--- src/hw/sreg_pkg.sv ---
// How it works
// Identifier bytes read back only while the power state is active, else zero.
// Host clears low power, polls active, reads identifiers, restores low power.
// Host may instead start a measurement, read identifiers, then recheck active.
// Multi-byte registers sit on consecutive byte addresses, each byte addressable.
// Control, status, run, start, stop, sensor status and readouts decode at fixed addresses.
// Start and stop are write-only; sensor status is read-only idle/measuring per sensor.
// A fixed 16-bit part code reads over two bytes, low byte first.
// A per-device 64-bit identifier reads as eight read-only bytes from its base.
// Writing one to control bit 7 resets the whole block; bit reads zero.
// Control bit 0, default one, returns the block to standby after measuring.
// Status bit 0 is one when active, zero in standby or booting; default one.
// Run bit 0 selects temperature single shot or continuous, default single shot.
// Run bit 1 selects humidity single shot or continuous, default single shot.
// Start bit 0 starts temperature, bit 1 starts humidity; zeros have no effect.
// Host writes zeros to reserved bits and ignores reserved address ranges.
// After soft reset all writable controls take their default values.
package sreg_pkg;

   ////////////////////////////////////////////////////////////////////////////////
   // Byte address map.
   localparam logic [7:0] ADDR_PART_IDENTIFIER  = 8'h00;
   localparam logic [7:0] ADDR_UID      = 8'h04;
   localparam logic [7:0] ADDR_SYSTEM_CONTROL = 8'h10;
   localparam logic [7:0] ADDR_SYSTEM_STATUS = 8'h11;
   localparam logic [7:0] ADDR_RUN      = 8'h21;
   localparam logic [7:0] ADDR_START    = 8'h22;
   localparam logic [7:0] ADDR_STOP     = 8'h23;
   localparam logic [7:0] ADDR_SSTAT    = 8'h24;
   localparam logic [7:0] ADDR_T_VAL    = 8'h30;
   localparam logic [7:0] ADDR_H_VAL    = 8'h33;
   localparam logic [7:0] PART_BYTES    = 8'h02;
   localparam logic [7:0] UID_BYTES     = 8'h08;
   localparam logic [7:0] VAL_BYTES     = 8'h03;

   ////////////////////////////////////////////////////////////////////////////////
   // Field positions and reset values.
   localparam int         CTRL_RESET_BIT = 7;
   localparam int         CTRL_LP_BIT    = 0;
   localparam int         T_BIT          = 0;
   localparam int         H_BIT          = 1;
   localparam logic       LP_RST         = 1'b1;
   localparam logic [1:0] RUN_RST        = 2'b00;
   localparam logic [7:0] BYTE_ZERO      = 8'h00;

   ////////////////////////////////////////////////////////////////////////////////
   // Timing; booting time is a plain default.
   localparam int CLK_PERIOD_PS = 5000;
   localparam int BOOT_TIME_NS  = 1000;
   localparam int BOOT_CYCLES   = (BOOT_TIME_NS * 1000 + CLK_PERIOD_PS - 1) / CLK_PERIOD_PS;

   // Readout checksum constants.
   localparam logic [7:0] CRC7_POLY = 8'h89;
   localparam logic [6:0] CRC7_IVEC = 7'h7F;

   ////////////////////////////////////////////////////////////////////////////////
   // Carriers and states.
   typedef struct packed {
      logic       wr;
      logic       rd;
      logic [7:0] addr;
      logic [7:0] wdata;
   } sreg_req_t;

   typedef struct packed {
      logic        done;
      logic [15:0] data;
   } sreg_result_t;

   typedef enum logic [1:0] {PWR_STANDBY, PWR_BOOTING, PWR_ACTIVE} sreg_pwr_t;

   // Checksum over data and valid flag, initial vector all ones.
   function automatic logic [6:0] crc7(input logic [16:0] payload);
      logic [23:0] val;
      logic [23:0] pol;
      val = {payload, CRC7_IVEC};
      pol = {CRC7_POLY, 16'h0000};
      for (int i = 23; i >= 7; i--) begin
         if (val[i]) begin
            val = val ^ pol;
         end
         pol = pol >> 1;
      end
      return val[6:0];
   endfunction

   // Byte lane of a wide value.
   function automatic logic [7:0] pick_byte(input logic [63:0] v, input logic [2:0] idx);
      return v[{idx, 3'b000} +: 8];
   endfunction

endpackage

--- src/hw/sreg_top.sv ---
`timescale 1ns/1ps
module sreg_top #(
   parameter logic [15:0] PART_CODE = 16'hA5C3,                 // Arbitrary value.
   parameter logic [63:0] UID_VALUE = 64'h0123_4567_89AB_CDEF,  // Arbitrary value.
   parameter int          BOOT_CYC  = sreg_pkg::BOOT_CYCLES
) (
   // Clock and reset.
   input  wire logic                   MCLK_I,
   input  wire logic                   RST_I,
   // Byte register port from the serial command interpreter.
   input  wire sreg_pkg::sreg_req_t    REG_REQ_I,
   output logic [7:0]                  REG_RDATA_O,
   output logic                        REG_RVALID_O,
   // Sensor front ends.
   input  wire sreg_pkg::sreg_result_t T_RES_I,
   input  wire sreg_pkg::sreg_result_t H_RES_I,
   output logic                        T_MEAS_O,
   output logic                        H_MEAS_O,
   output logic                        SYSTEM_ACTIVE_FLAG_O
);
   import sreg_pkg::*;

   ////////////////////////////////////////////////////////////////////////////////
   // State.
   sreg_pwr_t   pwr_q, pwr_d;
   logic [15:0] boot_cnt_q, boot_cnt_d;
   logic        lp_q, lp_d;
   logic        soft_q, soft_d;
   logic [1:0]  run_q, run_d;
   logic [1:0]  pend_q, pend_d;
   logic [1:0]  stop_q, stop_d;
   logic [1:0]  meas_q, meas_d;
   logic [1:0]  valid_q, valid_d;
   logic [15:0] tdat_q, tdat_d;
   logic [15:0] hdat_q, hdat_d;
   logic [23:0] tbuf_q, tbuf_d;
   logic [23:0] hbuf_q, hbuf_d;
   logic [7:0]  rdata_q, rdata_d;
   logic        rvalid_q, rvalid_d;

   logic [23:0] t_live;
   logic [23:0] h_live;
   logic [1:0]  done;
   logic        want_active;
   logic [7:0]  off;

   ////////////////////////////////////////////////////////////////////////////////
   // Live readout words: checksum, valid flag, data.
   assign t_live = {crc7({valid_q[T_BIT], tdat_q}), valid_q[T_BIT], tdat_q};
   assign h_live = {crc7({valid_q[H_BIT], hdat_q}), valid_q[H_BIT], hdat_q};
   assign done   = {H_RES_I.done & meas_q[H_BIT], T_RES_I.done & meas_q[T_BIT]};

   // The block stays awake while low power is off or any sensor has work.
   assign want_active = ~lp_q | (|pend_q) | (|meas_q);

   ////////////////////////////////////////////////////////////////////////////////
   // Next-state logic for power, control, measurement and readback.
   always_comb begin
      pwr_d      = pwr_q;
      boot_cnt_d = boot_cnt_q;
      lp_d       = lp_q;
      soft_d     = 1'b0;
      run_d      = run_q;
      pend_d     = pend_q;
      stop_d     = stop_q;
      meas_d     = meas_q;
      valid_d    = valid_q;
      tdat_d     = tdat_q;
      hdat_d     = hdat_q;
      tbuf_d     = tbuf_q;
      hbuf_d     = hbuf_q;
      rdata_d    = rdata_q;
      rvalid_d   = REG_REQ_I.rd;
      off        = BYTE_ZERO;

      // Power state; status reads active only in the active state.
      unique case (pwr_q)
         PWR_STANDBY: begin
            if (want_active) begin
               pwr_d      = PWR_BOOTING;
               boot_cnt_d = 16'h0000;
            end
         end
         PWR_BOOTING: begin
            boot_cnt_d = boot_cnt_q + 16'h0001;
            if (boot_cnt_q >= 16'(BOOT_CYC - 1)) begin
               pwr_d = PWR_ACTIVE;
            end
         end
         PWR_ACTIVE: begin
            if (!want_active) begin
               pwr_d = PWR_STANDBY;
            end
         end
      endcase

      // Measurement completion; continuous mode restarts unless a stop is pending.
      if (done[T_BIT]) begin
         tdat_d         = T_RES_I.data;
         valid_d[T_BIT] = 1'b1;
      end
      if (done[H_BIT]) begin
         hdat_d         = H_RES_I.data;
         valid_d[H_BIT] = 1'b1;
      end
      for (int s = 0; s < 2; s++) begin
         if (done[s]) begin
            if (!(run_q[s] && !stop_q[s])) begin
               meas_d[s] = 1'b0;
               stop_d[s] = 1'b0;
            end
         end
         // Pending starts launch only once awake; valid clears on launch.
         if (pend_q[s] && !meas_q[s] && pwr_q == PWR_ACTIVE) begin
            meas_d[s]  = 1'b1;
            pend_d[s]  = 1'b0;
            valid_d[s] = 1'b0;
         end
      end

      // Register writes; a set from a write wins over any same-cycle clear.
      if (REG_REQ_I.wr) begin
         unique case (REG_REQ_I.addr)
            ADDR_SYSTEM_CONTROL: begin
               lp_d   = REG_REQ_I.wdata[CTRL_LP_BIT];
               soft_d = REG_REQ_I.wdata[CTRL_RESET_BIT];
            end
            ADDR_RUN: begin
               run_d = REG_REQ_I.wdata[1:0];
            end
            ADDR_START: begin
               pend_d = pend_d | REG_REQ_I.wdata[1:0];
            end
            ADDR_STOP: begin
               stop_d = stop_d | REG_REQ_I.wdata[1:0];
            end
            default: begin
            end
         endcase
      end

      // Register reads; unmapped and write-only bytes read zero.
      if (REG_REQ_I.rd) begin
         rdata_d = BYTE_ZERO;
         if (REG_REQ_I.addr < ADDR_PART_IDENTIFIER + PART_BYTES) begin
            off = REG_REQ_I.addr - ADDR_PART_IDENTIFIER;
            if (pwr_q == PWR_ACTIVE) begin
               rdata_d = pick_byte({48'h0, PART_CODE}, off[2:0]);
            end
         end else if (REG_REQ_I.addr >= ADDR_UID && REG_REQ_I.addr < ADDR_UID + UID_BYTES) begin
            off = REG_REQ_I.addr - ADDR_UID;
            if (pwr_q == PWR_ACTIVE) begin
               rdata_d = pick_byte(UID_VALUE, off[2:0]);
            end
         end else if (REG_REQ_I.addr >= ADDR_T_VAL && REG_REQ_I.addr < ADDR_T_VAL + VAL_BYTES) begin
            off = REG_REQ_I.addr - ADDR_T_VAL;
            // Reading the first byte snapshots the whole word for a consistent view.
            if (off == BYTE_ZERO) begin
               tbuf_d  = t_live;
               rdata_d = t_live[7:0];
            end else begin
               rdata_d = pick_byte({40'h0, tbuf_q}, off[2:0]);
            end
         end else if (REG_REQ_I.addr >= ADDR_H_VAL && REG_REQ_I.addr < ADDR_H_VAL + VAL_BYTES) begin
            off = REG_REQ_I.addr - ADDR_H_VAL;
            if (off == BYTE_ZERO) begin
               hbuf_d  = h_live;
               rdata_d = h_live[7:0];
            end else begin
               rdata_d = pick_byte({40'h0, hbuf_q}, off[2:0]);
            end
         end else begin
            unique case (REG_REQ_I.addr)
               ADDR_SYSTEM_CONTROL: rdata_d = {7'h00, lp_q};
               ADDR_SYSTEM_STATUS: rdata_d = {7'h00, pwr_q == PWR_ACTIVE};
               ADDR_RUN:      rdata_d = {6'h00, run_q};
               ADDR_SSTAT:    rdata_d = {6'h00, meas_q};
               default:       rdata_d = BYTE_ZERO;
            endcase
         end
      end
   end

   ////////////////////////////////////////////////////////////////////////////////
   // Registers; the soft reset pulse re-applies every default one cycle later.
   always_ff @(posedge MCLK_I) begin
      if (RST_I || soft_q) begin
         pwr_q      <= PWR_ACTIVE;
         boot_cnt_q <= 16'h0000;
         lp_q       <= LP_RST;
         soft_q     <= 1'b0;
         run_q      <= RUN_RST;
         pend_q     <= 2'b00;
         stop_q     <= 2'b00;
         meas_q     <= 2'b00;
         valid_q    <= 2'b00;
         tdat_q     <= 16'h0000;
         hdat_q     <= 16'h0000;
         tbuf_q     <= 24'h000000;
         hbuf_q     <= 24'h000000;
         rdata_q    <= 8'h00;
         rvalid_q   <= 1'b0;
      end else begin
         pwr_q      <= pwr_d;
         boot_cnt_q <= boot_cnt_d;
         lp_q       <= lp_d;
         soft_q     <= soft_d;
         run_q      <= run_d;
         pend_q     <= pend_d;
         stop_q     <= stop_d;
         meas_q     <= meas_d;
         valid_q    <= valid_d;
         tdat_q     <= tdat_d;
         hdat_q     <= hdat_d;
         tbuf_q     <= tbuf_d;
         hbuf_q     <= hbuf_d;
         rdata_q    <= rdata_d;
         rvalid_q   <= rvalid_d;
      end
   end

   // Outputs straight from flip-flops, except the active flag, which is decoded from the power state.
   assign REG_RDATA_O  = rdata_q;
   assign REG_RVALID_O = rvalid_q;
   assign T_MEAS_O     = meas_q[T_BIT];
   assign H_MEAS_O     = meas_q[H_BIT];
   assign SYSTEM_ACTIVE_FLAG_O = (pwr_q == PWR_ACTIVE);

endmodule
--- config.mk ---
export PLATFORM = sky130hd
export DESIGN_NAME = sreg_top
export DESIGN_NICKNAME = d
export VERILOG_FILES = /design/src/hw/sreg_pkg.sv /design/src/hw/sreg_top.sv
export SDC_FILE = /design/constraint.sdc
export NUM_CORES = 1
export LEC_CHECK = 0
export BUFFER_PORTS_ARGS = -buffer_cell sky130_fd_sc_hd__buf_2
export CORE_MARGIN = 1.5
export CORE_UTILIZATION = 60
export DETAILED_ROUTE_END_ITERATION = 6
export PLACE_DENSITY = 0.77
export SYNTH_ARGS = -nofsm -noshare
export SYNTH_HDL_FRONTEND = slang
export SYNTH_SLANG_ARGS = --single-unit
--- constraint.sdc ---
create_clock -name MCLK_I -period 6.3 [get_ports MCLK_I]
set_input_delay 0.945 -clock MCLK_I [delete_from_list [all_inputs] [get_ports MCLK_I]]
set_output_delay 0.945 -clock MCLK_I [all_outputs]
set_load 0.01 [all_outputs]
==> flow_results.xml, run 1 <==
<?xml version="1.0" encoding="UTF-8"?>
<metrics>
  <group name="status">
    <metric name="result_of_the_run" unit="">finished clean</metric>
  </group>
  <group name="layout">
    <metric name="layout.nets" unit="">811</metric>
    <metric name="multiInputGateArea" unit="um^2">3341</metric>
    <metric name="nFillCells" unit="">795</metric>
    <metric name="register_area" unit="um^2">2382</metric>
    <metric name="layout.core_utilization" unit="%">70.87</metric>
    <metric name="final_cell_count_no_fill" unit="">895</metric>
    <metric name="drive_gt1_share" unit="%">13.91</metric>
    <metric name="antenna_cells_inserted" unit="">0</metric>
    <metric name="syn_to_final_growth" unit="%">15.10</metric>
  </group>
  <group name="yosys">
    <metric name="synth_top_area_share" unit="%">39.77</metric>
    <metric name="synth.area.top_cells" unit="">sky130_fd_sc_hd__dfxtp_1 (40%), sky130_fd_sc_hd__mux2i_1 (7.9%), sky130_fd_sc_hd__xnor2_1 (6.7%), sky130_fd_sc_hd__nand2_1 (6.5%), sky130_fd_sc_hd__a21oi_1 (4.6%)</metric>
    <metric name="yosysWarnings" unit="">0</metric>
    <metric name="ys_types" unit="">56</metric>
    <metric name="largest_area_contributor_in_the_netlist" unit="">sky130_fd_sc_hd__dfxtp_1</metric>
    <metric name="ys_seq_area_share" unit="%">39.77</metric>
    <metric name="synth_compound_gate_area_share" unit="%">15.50</metric>
    <metric name="synthesis.instances" unit="">705</metric>
    <metric name="yosys-top-cells-count" unit="">sky130_fd_sc_hd__dfxtp_1 (119), sky130_fd_sc_hd__nand2_1 (104), sky130_fd_sc_hd__nor2_1 (72)</metric>
    <metric name="synthXorXnorAreaFrac" unit="%">9.795</metric>
    <metric name="ys_dominant_reg_cell" unit="">sky130_fd_sc_hd__dfxtp_1</metric>
    <metric name="synth-seq-cells" unit="">119</metric>
    <metric name="count_of_flip_flops_with_a_built_in_enable_after_synthesis" unit="">0</metric>
    <metric name="synth_simple_gate_area_share" unit="%">19.44</metric>
    <metric name="synthMuxAreaShare" unit="%">9.357</metric>
    <metric name="postSynthAreaPerCell" unit="um^2">8.498</metric>
    <metric name="async_flop_share" unit="%">0</metric>
    <metric name="yosys.cell_count.top_type" unit="">sky130_fd_sc_hd__dfxtp_1</metric>
    <metric name="number_of_nets_produced_by_synthesis" unit="">767</metric>
    <metric name="largest_family_of_logic_cells_by_synthesized_area" unit="">simple AND/OR/NAND/NOR gates</metric>
    <metric name="yosys.area_share.adder" unit="%">1.671</metric>
    <metric name="syn_area" unit="um^2">5991</metric>
  </group>
  <group name="cts">
    <metric name="cts_post_setup_buffers_inserted" unit="">0</metric>
    <metric name="htree_levels" unit="">4</metric>
    <metric name="cts-buffers-inserted" unit="">17</metric>
    <metric name="clock_latency" unit="ns">0.53</metric>
    <metric name="cts_root_buffer" unit="">sky130_fd_sc_hd__clkbuf_8</metric>
    <metric name="cts_tree" unit="">built</metric>
    <metric name="clkTransAtPathRegs" unit="ns">0.05</metric>
    <metric name="cts_resized" unit="">0</metric>
    <metric name="clk_path_buf_depth" unit="">2</metric>
    <metric name="postCtsHoldBufs" unit="">0</metric>
    <metric name="clock_sink_count" unit="">119</metric>
  </group>
  <group name="critical_path">
    <metric name="critPathLaunchType" unit="">input port</metric>
    <metric name="maximum_net_fanout_on_the_critical_path" unit="">28</metric>
    <metric name="criticalPathCategory" unit="">input port to flip-flop</metric>
    <metric name="worst-endpoint-required" unit="ns">6.68</metric>
    <metric name="cp_cell_sequence" unit="">buf_2 &gt; inv_1 &gt; ha_1 &gt; inv_1 &gt; nor3_1 &gt; and3b_1 &gt; buf_4 &gt; mux2i_1 &gt; nor2_1</metric>
    <metric name="critical_path.slowest_cell" unit="">sky130_fd_sc_hd__nor3_1</metric>
    <metric name="cpLargestDelayFamily" unit="">buffers and inverters</metric>
    <metric name="crit_path_max_incr_delay" unit="ns">0.68</metric>
    <metric name="cp.buffers_inverters" unit="">4</metric>
    <metric name="critPathCaptureType" unit="">flip-flop</metric>
    <metric name="arrival" unit="ns">3.67</metric>
    <metric name="critPathMostFrequentCell" unit="">sky130_fd_sc_hd__inv_1</metric>
  </group>
  <group name="global_route">
    <metric name="grt_usage" unit="%">28.44</metric>
    <metric name="global_route_wire_length_before_repair" unit="mm">23.02</metric>
    <metric name="via_count_of_the_first_global_routing_pass" unit="">4804</metric>
    <metric name="gr-total-overflow" unit="">0</metric>
    <metric name="grt_busiest_layer" unit="">met2</metric>
    <metric name="antenna_found_initial" unit="">0</metric>
    <metric name="pin_count_of_the_biggest_net_entering_global_routing" unit="">69</metric>
    <metric name="gr-usage-met2" unit="%">42.61</metric>
    <metric name="met3_capacity_usage_during_global_routing" unit="%">7.525</metric>
    <metric name="grt.met1_usage" unit="%">38.79</metric>
  </group>
  <group name="placed_design">
    <metric name="io_buffer_count" unit="">60</metric>
    <metric name="dp_hpwl" unit="mm">10.14</metric>
    <metric name="place.gp.congestion" unit="">0.9241</metric>
    <metric name="placed_cells" unit="">863</metric>
  </group>
  <group name="timing">
    <metric name="setup_tns" unit="ns">0</metric>
    <metric name="slew-limit-headroom" unit="%">46.94</metric>
    <metric name="rsz0062_at_grt" unit="">false</metric>
    <metric name="worst_clock_skew" unit="ns">0.006355</metric>
    <metric name="timing.final.hold_violations" unit="">0</metric>
    <metric name="fmaxAchievable" unit="GHz">0.3043</metric>
    <metric name="slew_violations" unit="">0</metric>
    <metric name="worst-slew-pin-transition" unit="ns">0.7898</metric>
    <metric name="period_share" unit="%">52.16</metric>
    <metric name="final-setup-viol-count" unit="">0</metric>
    <metric name="final_period_minus_worst_setup_slack" unit="ns">3.286</metric>
  </group>
  <group name="pwr">
    <metric name="pleak" unit="nW">2.529</metric>
    <metric name="p_seq_share" unit="%">40.5</metric>
    <metric name="ir_drop" unit="mV">0.1974</metric>
    <metric name="sw_frac_of_total" unit="%">22.81</metric>
    <metric name="p_int" unit="W">0.001458</metric>
    <metric name="clockPowerShare" unit="%">51.3</metric>
    <metric name="power.net_switching" unit="W">0.0004307</metric>
    <metric name="power.density" unit="nW/um^2">273.9</metric>
    <metric name="pwr-share-comb" unit="%">8.2</metric>
  </group>
  <group name="floorplan">
    <metric name="start_util" unit="%">61.57</metric>
    <metric name="dieWidth" unit="um">102.9</metric>
    <metric name="ios" unit="">66</metric>
    <metric name="core_region_area" unit="um^2">9729</metric>
    <metric name="die_h" unit="um">102.9</metric>
    <metric name="std_cell_rows" unit="">36</metric>
    <metric name="die-area" unit="um^2">10590</metric>
  </group>
  <group name="routing">
    <metric name="final_antenna_net_count" unit="">0</metric>
    <metric name="viasPerCell" unit="">5.855</metric>
    <metric name="postRouteWirelength" unit="mm">14.68</metric>
    <metric name="drt-initial-drc-count" unit="">383</metric>
    <metric name="route.vias.total" unit="">5240</metric>
    <metric name="route.detailed.drc" unit="">0</metric>
    <metric name="drt_first_pass_iters" unit="">5</metric>
    <metric name="wire_per_inst" unit="um">16.40</metric>
  </group>
  <group name="flow_run">
    <metric name="cap_viol_max_count" unit="">0</metric>
  </group>
  <group name="worst_hold_path">
    <metric name="hold_class" unit="">flip-flop to flip-flop</metric>
  </group>
</metrics>
kinds of logic (layout without fill, tap and decap cells):
kind of cell	after synthesis	after routing
AOI/OAI and AO/OA	144	144
adders and majority gates	8	8
muxes	55	55
and+or+nand+nor	254	254
buffers and inverters	58	115
xor gates and xnor gates	67	67
DFF	119	119
worst min-delay path, cell delays in order, from the launching register on:
cell	delay (ns)
sky130_fd_sc_hd__dfxtp_1	0.32
sky130_fd_sc_hd__nand2_1	0.06
sky130_fd_sc_hd__a21oi_1	0.05
power groups by stage:
stage	logic (W)	registers, W	clock network [W]
after global placement	0.000147	0.000780	0
after floorplan	0.000103	0.000780	0
final	0.000154	0.000765	0.000969
after CTS	0.000152	0.000765	0.000980
after global routing	0.000172	0.000766	0.00102
after detailed placement	0.000151	0.000781	0
final cells by class:
cell class / instances / area share [%]
Multi-Input combinational cell: 528 / 48.45
Sequential cell: 119 / 34.55
Clock buffer: 25 / 7.022
Timing Repair Buffer: 65 / 4.899
Tap cell: 133 / 2.413
Clock inverter: 7 / 1.688
Inverter: 18 / 0.9799
through the flow:
| stage | power (W) | hold WS [ns] | cell area, um^2 | setup WS, ns |
|---|---|---|---|---|
| floorplan | 0.0008835 | 0.4427 | 5991 | 3.352 |
| global route | 0.001953 | 0.4935 | 6895 | 2.905 |
| global placement | 0.0009276 | 0.4539 | 6295 | 2.638 |
| finish | 0.001888 | 0.4802 | 6895 | 3.014 |
| CTS | 0.001897 | 0.4727 | 6895 | 3.105 |
| detailed placement | 0.0009324 | 0.4625 | 6295 | 2.547 |
cell usage in the layout (no fill, tap or decap), types with 6 or more instances in the layout:
cell and count:
sky130_fd_sc_hd__dfxtp_1 119, sky130_fd_sc_hd__nor4_1 6, sky130_fd_sc_hd__mux2i_1 47, sky130_fd_sc_hd__nand2_1 104
sky130_fd_sc_hd__ha_1 8, sky130_fd_sc_hd__and2_1 6, sky130_fd_sc_hd__xnor2_1 46, sky130_fd_sc_hd__o2bb2ai_1 9
sky130_fd_sc_hd__a21oi_1 55, sky130_fd_sc_hd__o21ai_1 7, sky130_fd_sc_hd__mux2_2 7, sky130_fd_sc_hd__nand4_1 8
sky130_fd_sc_hd__nor2b_1 7, sky130_fd_sc_hd__buf_2 60, sky130_fd_sc_hd__o21ai_0 15, sky130_fd_sc_hd__clkbuf_16 16
sky130_fd_sc_hd__o211ai_1 6, sky130_fd_sc_hd__and3_1 7, sky130_fd_sc_hd__nor3_1 7, sky130_fd_sc_hd__nand3_1 14
sky130_fd_sc_hd__nor2_1 72, sky130_fd_sc_hd__xor2_1 21, sky130_fd_sc_hd__a22oi_1 13, sky130_fd_sc_hd__inv_1 18
worst paths after layout:
check	endpoint	slack [ns]	depth (start not counted)	start
max	tbuf_q[1]	3.01	9	REG_REQ_I[8]
min	run_q[0]	0.48	2	run_q[0]
max reg2reg	REG_RDATA_O[2]	4.26	7	pwr_q[0]
min reg2reg	run_q[0]	0.48	2	run_q[0]
flip-flops by register name, indices dropped and copies added, names as in the netlist, 8 cells and up:
register and flops:
boot_cnt_q 16, hdat_q 16, REG_RDATA_O 8, tbuf_q 24
tdat_q 16, hbuf_q 24
per-layer routing:
metal	vias up	share of wire, %
met4	0	1.9
met5	-	0
met2	232	44
met1	2430	46
li1	2546	-
met3	32	7.5
(Power assumes the default switching activity.)
==> run 2, diff against run 1 <==
CORE_UTILIZATION = 59   (was 60)
PLACE_DENSITY = 0.76   (was 0.77)
clock period = 3.1 ns   (was 6.3 ns; I/O delays follow)
==> run 2 against run 1 <==
  * Largest power group unchanged
  * Sequential power grew 100%
  * Global-route usage increased by 0.19 points
  * Sequential cell count unchanged
  * Sequential share of layout area down 0.32 points
  * Wire length rose by 1.5%
  * Cell count grew 0.22%
  * Clock power is 110% higher
  * Combinational power grew 110%
  * Register-to-register slack lost 3.3 ns
  * Worst setup slack got worse by 2.2 ns
==> flow_results.xml, run 2 (synthesized netlist as in run 1, its figures left out) <==
<?xml version="1.0" encoding="UTF-8"?>
<metrics>
  <group name="routing">
    <metric name="final_antenna_net_count" unit="">0</metric>
    <metric name="route.vias.total" unit="">5218</metric>
    <metric name="postRouteWirelength" unit="mm">14.89</metric>
    <metric name="wire_per_inst" unit="um">16.60</metric>
    <metric name="route.detailed.drc" unit="">0</metric>
    <metric name="viasPerCell" unit="">5.817</metric>
    <metric name="drt_first_pass_iters" unit="">5</metric>
    <metric name="drt-initial-drc-count" unit="">396</metric>
  </group>
  <group name="cts">
    <metric name="clock_sink_count" unit="">119</metric>
    <metric name="postCtsHoldBufs" unit="">0</metric>
    <metric name="clk_path_buf_depth" unit="">2</metric>
    <metric name="cts_root_buffer" unit="">sky130_fd_sc_hd__clkbuf_8</metric>
    <metric name="clkTransAtPathRegs" unit="ns">0.05</metric>
    <metric name="cts_resized" unit="">0</metric>
    <metric name="cts_tree" unit="">built</metric>
    <metric name="cts-buffers-inserted" unit="">17</metric>
    <metric name="clock_latency" unit="ns">0.52</metric>
    <metric name="htree_levels" unit="">4</metric>
    <metric name="cts_post_setup_buffers_inserted" unit="">0</metric>
  </group>
  <group name="timing">
    <metric name="timing.final.hold_violations" unit="">0</metric>
    <metric name="finalWorstSetupSlack" unit="ns">0.7875</metric>
    <metric name="final_period_minus_worst_setup_slack" unit="ns">2.312</metric>
    <metric name="worst-slew-pin-transition" unit="ns">1.006</metric>
    <metric name="slew_violations" unit="">0</metric>
    <metric name="final-setup-viol-count" unit="">0</metric>
    <metric name="rsz0062_at_grt" unit="">false</metric>
    <metric name="fin_hold_ws" unit="ns">0.1684</metric>
    <metric name="worst_clock_skew" unit="ns">0.005962</metric>
    <metric name="period_share" unit="%">74.60</metric>
    <metric name="fmaxAchievable" unit="GHz">0.4324</metric>
    <metric name="slew-limit-headroom" unit="%">32.93</metric>
    <metric name="setup_tns" unit="ns">0</metric>
  </group>
  <group name="critical_path">
    <metric name="maximum_net_fanout_on_the_critical_path" unit="">27</metric>
    <metric name="criticalPathCategory" unit="">input port to flip-flop</metric>
    <metric name="critPathCaptureType" unit="">flip-flop</metric>
    <metric name="critPathLaunchType" unit="">input port</metric>
    <metric name="arrival" unit="ns">2.68</metric>
    <metric name="timing.reg2reg.worst_path_depth" unit="">6</metric>
    <metric name="worst-endpoint-required" unit="ns">3.46</metric>
  </group>
  <group name="placed_design">
    <metric name="dp_hpwl" unit="mm">10.14</metric>
    <metric name="place.gp.congestion" unit="">0.9286</metric>
    <metric name="detailedPlace.worstSlack" unit="ns">0.3326</metric>
    <metric name="dpl-instance-area" unit="um^2">6350</metric>
    <metric name="io_buffer_count" unit="">60</metric>
  </group>
  <group name="pwr">
    <metric name="pwr-share-comb" unit="%">8.2</metric>
    <metric name="clockPowerShare" unit="%">52.0</metric>
    <metric name="pleak" unit="nW">2.561</metric>
    <metric name="report.power.total" unit="W">0.003905</metric>
    <metric name="sw_frac_of_total" unit="%">22.74</metric>
    <metric name="p_seq_share" unit="%">39.8</metric>
    <metric name="ir_drop" unit="mV">0.3006</metric>
    <metric name="power.density" unit="nW/um^2">561.1</metric>
    <metric name="power.net_switching" unit="W">0.0008878</metric>
    <metric name="p_int" unit="W">0.003017</metric>
  </group>
  <group name="global_route">
    <metric name="via_count_of_the_first_global_routing_pass" unit="">5097</metric>
    <metric name="grt_usage" unit="%">28.62</metric>
    <metric name="antenna_found_initial" unit="">0</metric>
    <metric name="gr-total-overflow" unit="">0</metric>
    <metric name="pin_count_of_the_biggest_net_entering_global_routing" unit="">50</metric>
    <metric name="global_route_wire_length_before_repair" unit="mm">24.87</metric>
  </group>
  <group name="floorplan">
    <metric name="die-area" unit="um^2">10770</metric>
    <metric name="die_h" unit="um">103.8</metric>
    <metric name="dieWidth" unit="um">103.8</metric>
    <metric name="start_util" unit="%">61.01</metric>
    <metric name="std_cell_rows" unit="">36</metric>
    <metric name="core_region_area" unit="um^2">9819</metric>
    <metric name="ios" unit="">66</metric>
  </group>
  <group name="layout">
    <metric name="layout_commonest_cell" unit="">sky130_fd_sc_hd__dfxtp_1</metric>
    <metric name="layout.nets" unit="">815</metric>
    <metric name="layout_top_registers" unit="">hbuf_q x24, tbuf_q x24</metric>
    <metric name="syn_to_final_growth" unit="%">16.17</metric>
    <metric name="final_cell_area" unit="um^2">6959</metric>
    <metric name="drive_gt1_share" unit="%">14.40</metric>
    <metric name="leading_cell_types_in_the_layout_fill_and_taps_excluded" unit="">sky130_fd_sc_hd__dfxtp_1 (119), sky130_fd_sc_hd__nand2_1 (104), sky130_fd_sc_hd__nor2_1 (72), sky130_fd_sc_hd__buf_2 (60), sky130_fd_sc_hd__a21oi_1 (55)</metric>
    <metric name="antenna_cells_inserted" unit="">0</metric>
  </group>
  <group name="worst_hold_path">
    <metric name="min_path_cells" unit="">3</metric>
    <metric name="hold_class" unit="">input port to flip-flop</metric>
  </group>
  <group name="flow_run">
    <metric name="cap_viol_max_count" unit="">0</metric>
  </group>
  <group name="status">
    <metric name="result_of_the_run" unit="">finished clean</metric>
  </group>
</metrics>
==> run 2: power by group through the flow <==
| stage | registers, W | clock network [W] | logic [W] |
|---|---|---|---|
| 3_5_place_dp | 0.00159 | 0 | 0.000314 |
| 5_1_grt | 0.00156 | 0.00211 | 0.000357 |
| 3_3_place_gp | 0.00159 | 0 | 0.000306 |
| 6_report | 0.00155 | 0.00203 | 0.000320 |
| 2_1_floorplan | 0.00159 | 0 | 0.000210 |
| 4_1_cts | 0.00155 | 0.00205 | 0.000316 |
==> run 2: per-stage QoR <==
stage | util [%] | cells
global route | 70.87 | 897
finish | 70.87 | 897
global placement | 64.67 | 867
detailed placement | 64.67 | 867
floorplan | - | 705
CTS | 70.87 | 897
==> run 2: final cells by class <==
type                    instances  area, um^2
multi-input cells             528        3341
fillers                       829        2860
clock buffers                  22       462.9
inverters                      18       67.56
flip-flops and latches        119        2382
well taps                     133       166.4
clock inverters                 8       146.4
repair buffers                 69       392.9
==> run 2: worst paths after layout <==
path,from,to,slack (ns)
worst max register to register,boot_cnt_q[0],pwr_q[0],0.98
worst max-delay path,REG_REQ_I[9],hbuf_q[1],0.79
worst min-delay path,REG_REQ_I[7],soft_q,0.17
worst min register to register,hbuf_q[22],hbuf_q[22],0.47
==> run 2: per-layer routing <==
metal	wire (um)	vias up	track usage, %
met5	0	-	0
met4	278	0	10.91
met3	1172	28	6.986
met2	6616	214	43.24
met1	6826	2420	39.57
li1	-	2556	-
==> run 2: worst max-delay path, stage by stage <==
cell and delay (ns):
sky130_fd_sc_hd__buf_2 0.30, sky130_fd_sc_hd__ha_1 0.36, sky130_fd_sc_hd__nor2b_1 0.37, sky130_fd_sc_hd__o21a_1 0.40, sky130_fd_sc_hd__and3b_1 0.27, sky130_fd_sc_hd__buf_12 0.20, sky130_fd_sc_hd__mux2i_1 0.21, sky130_fd_sc_hd__nor2_1 0.06
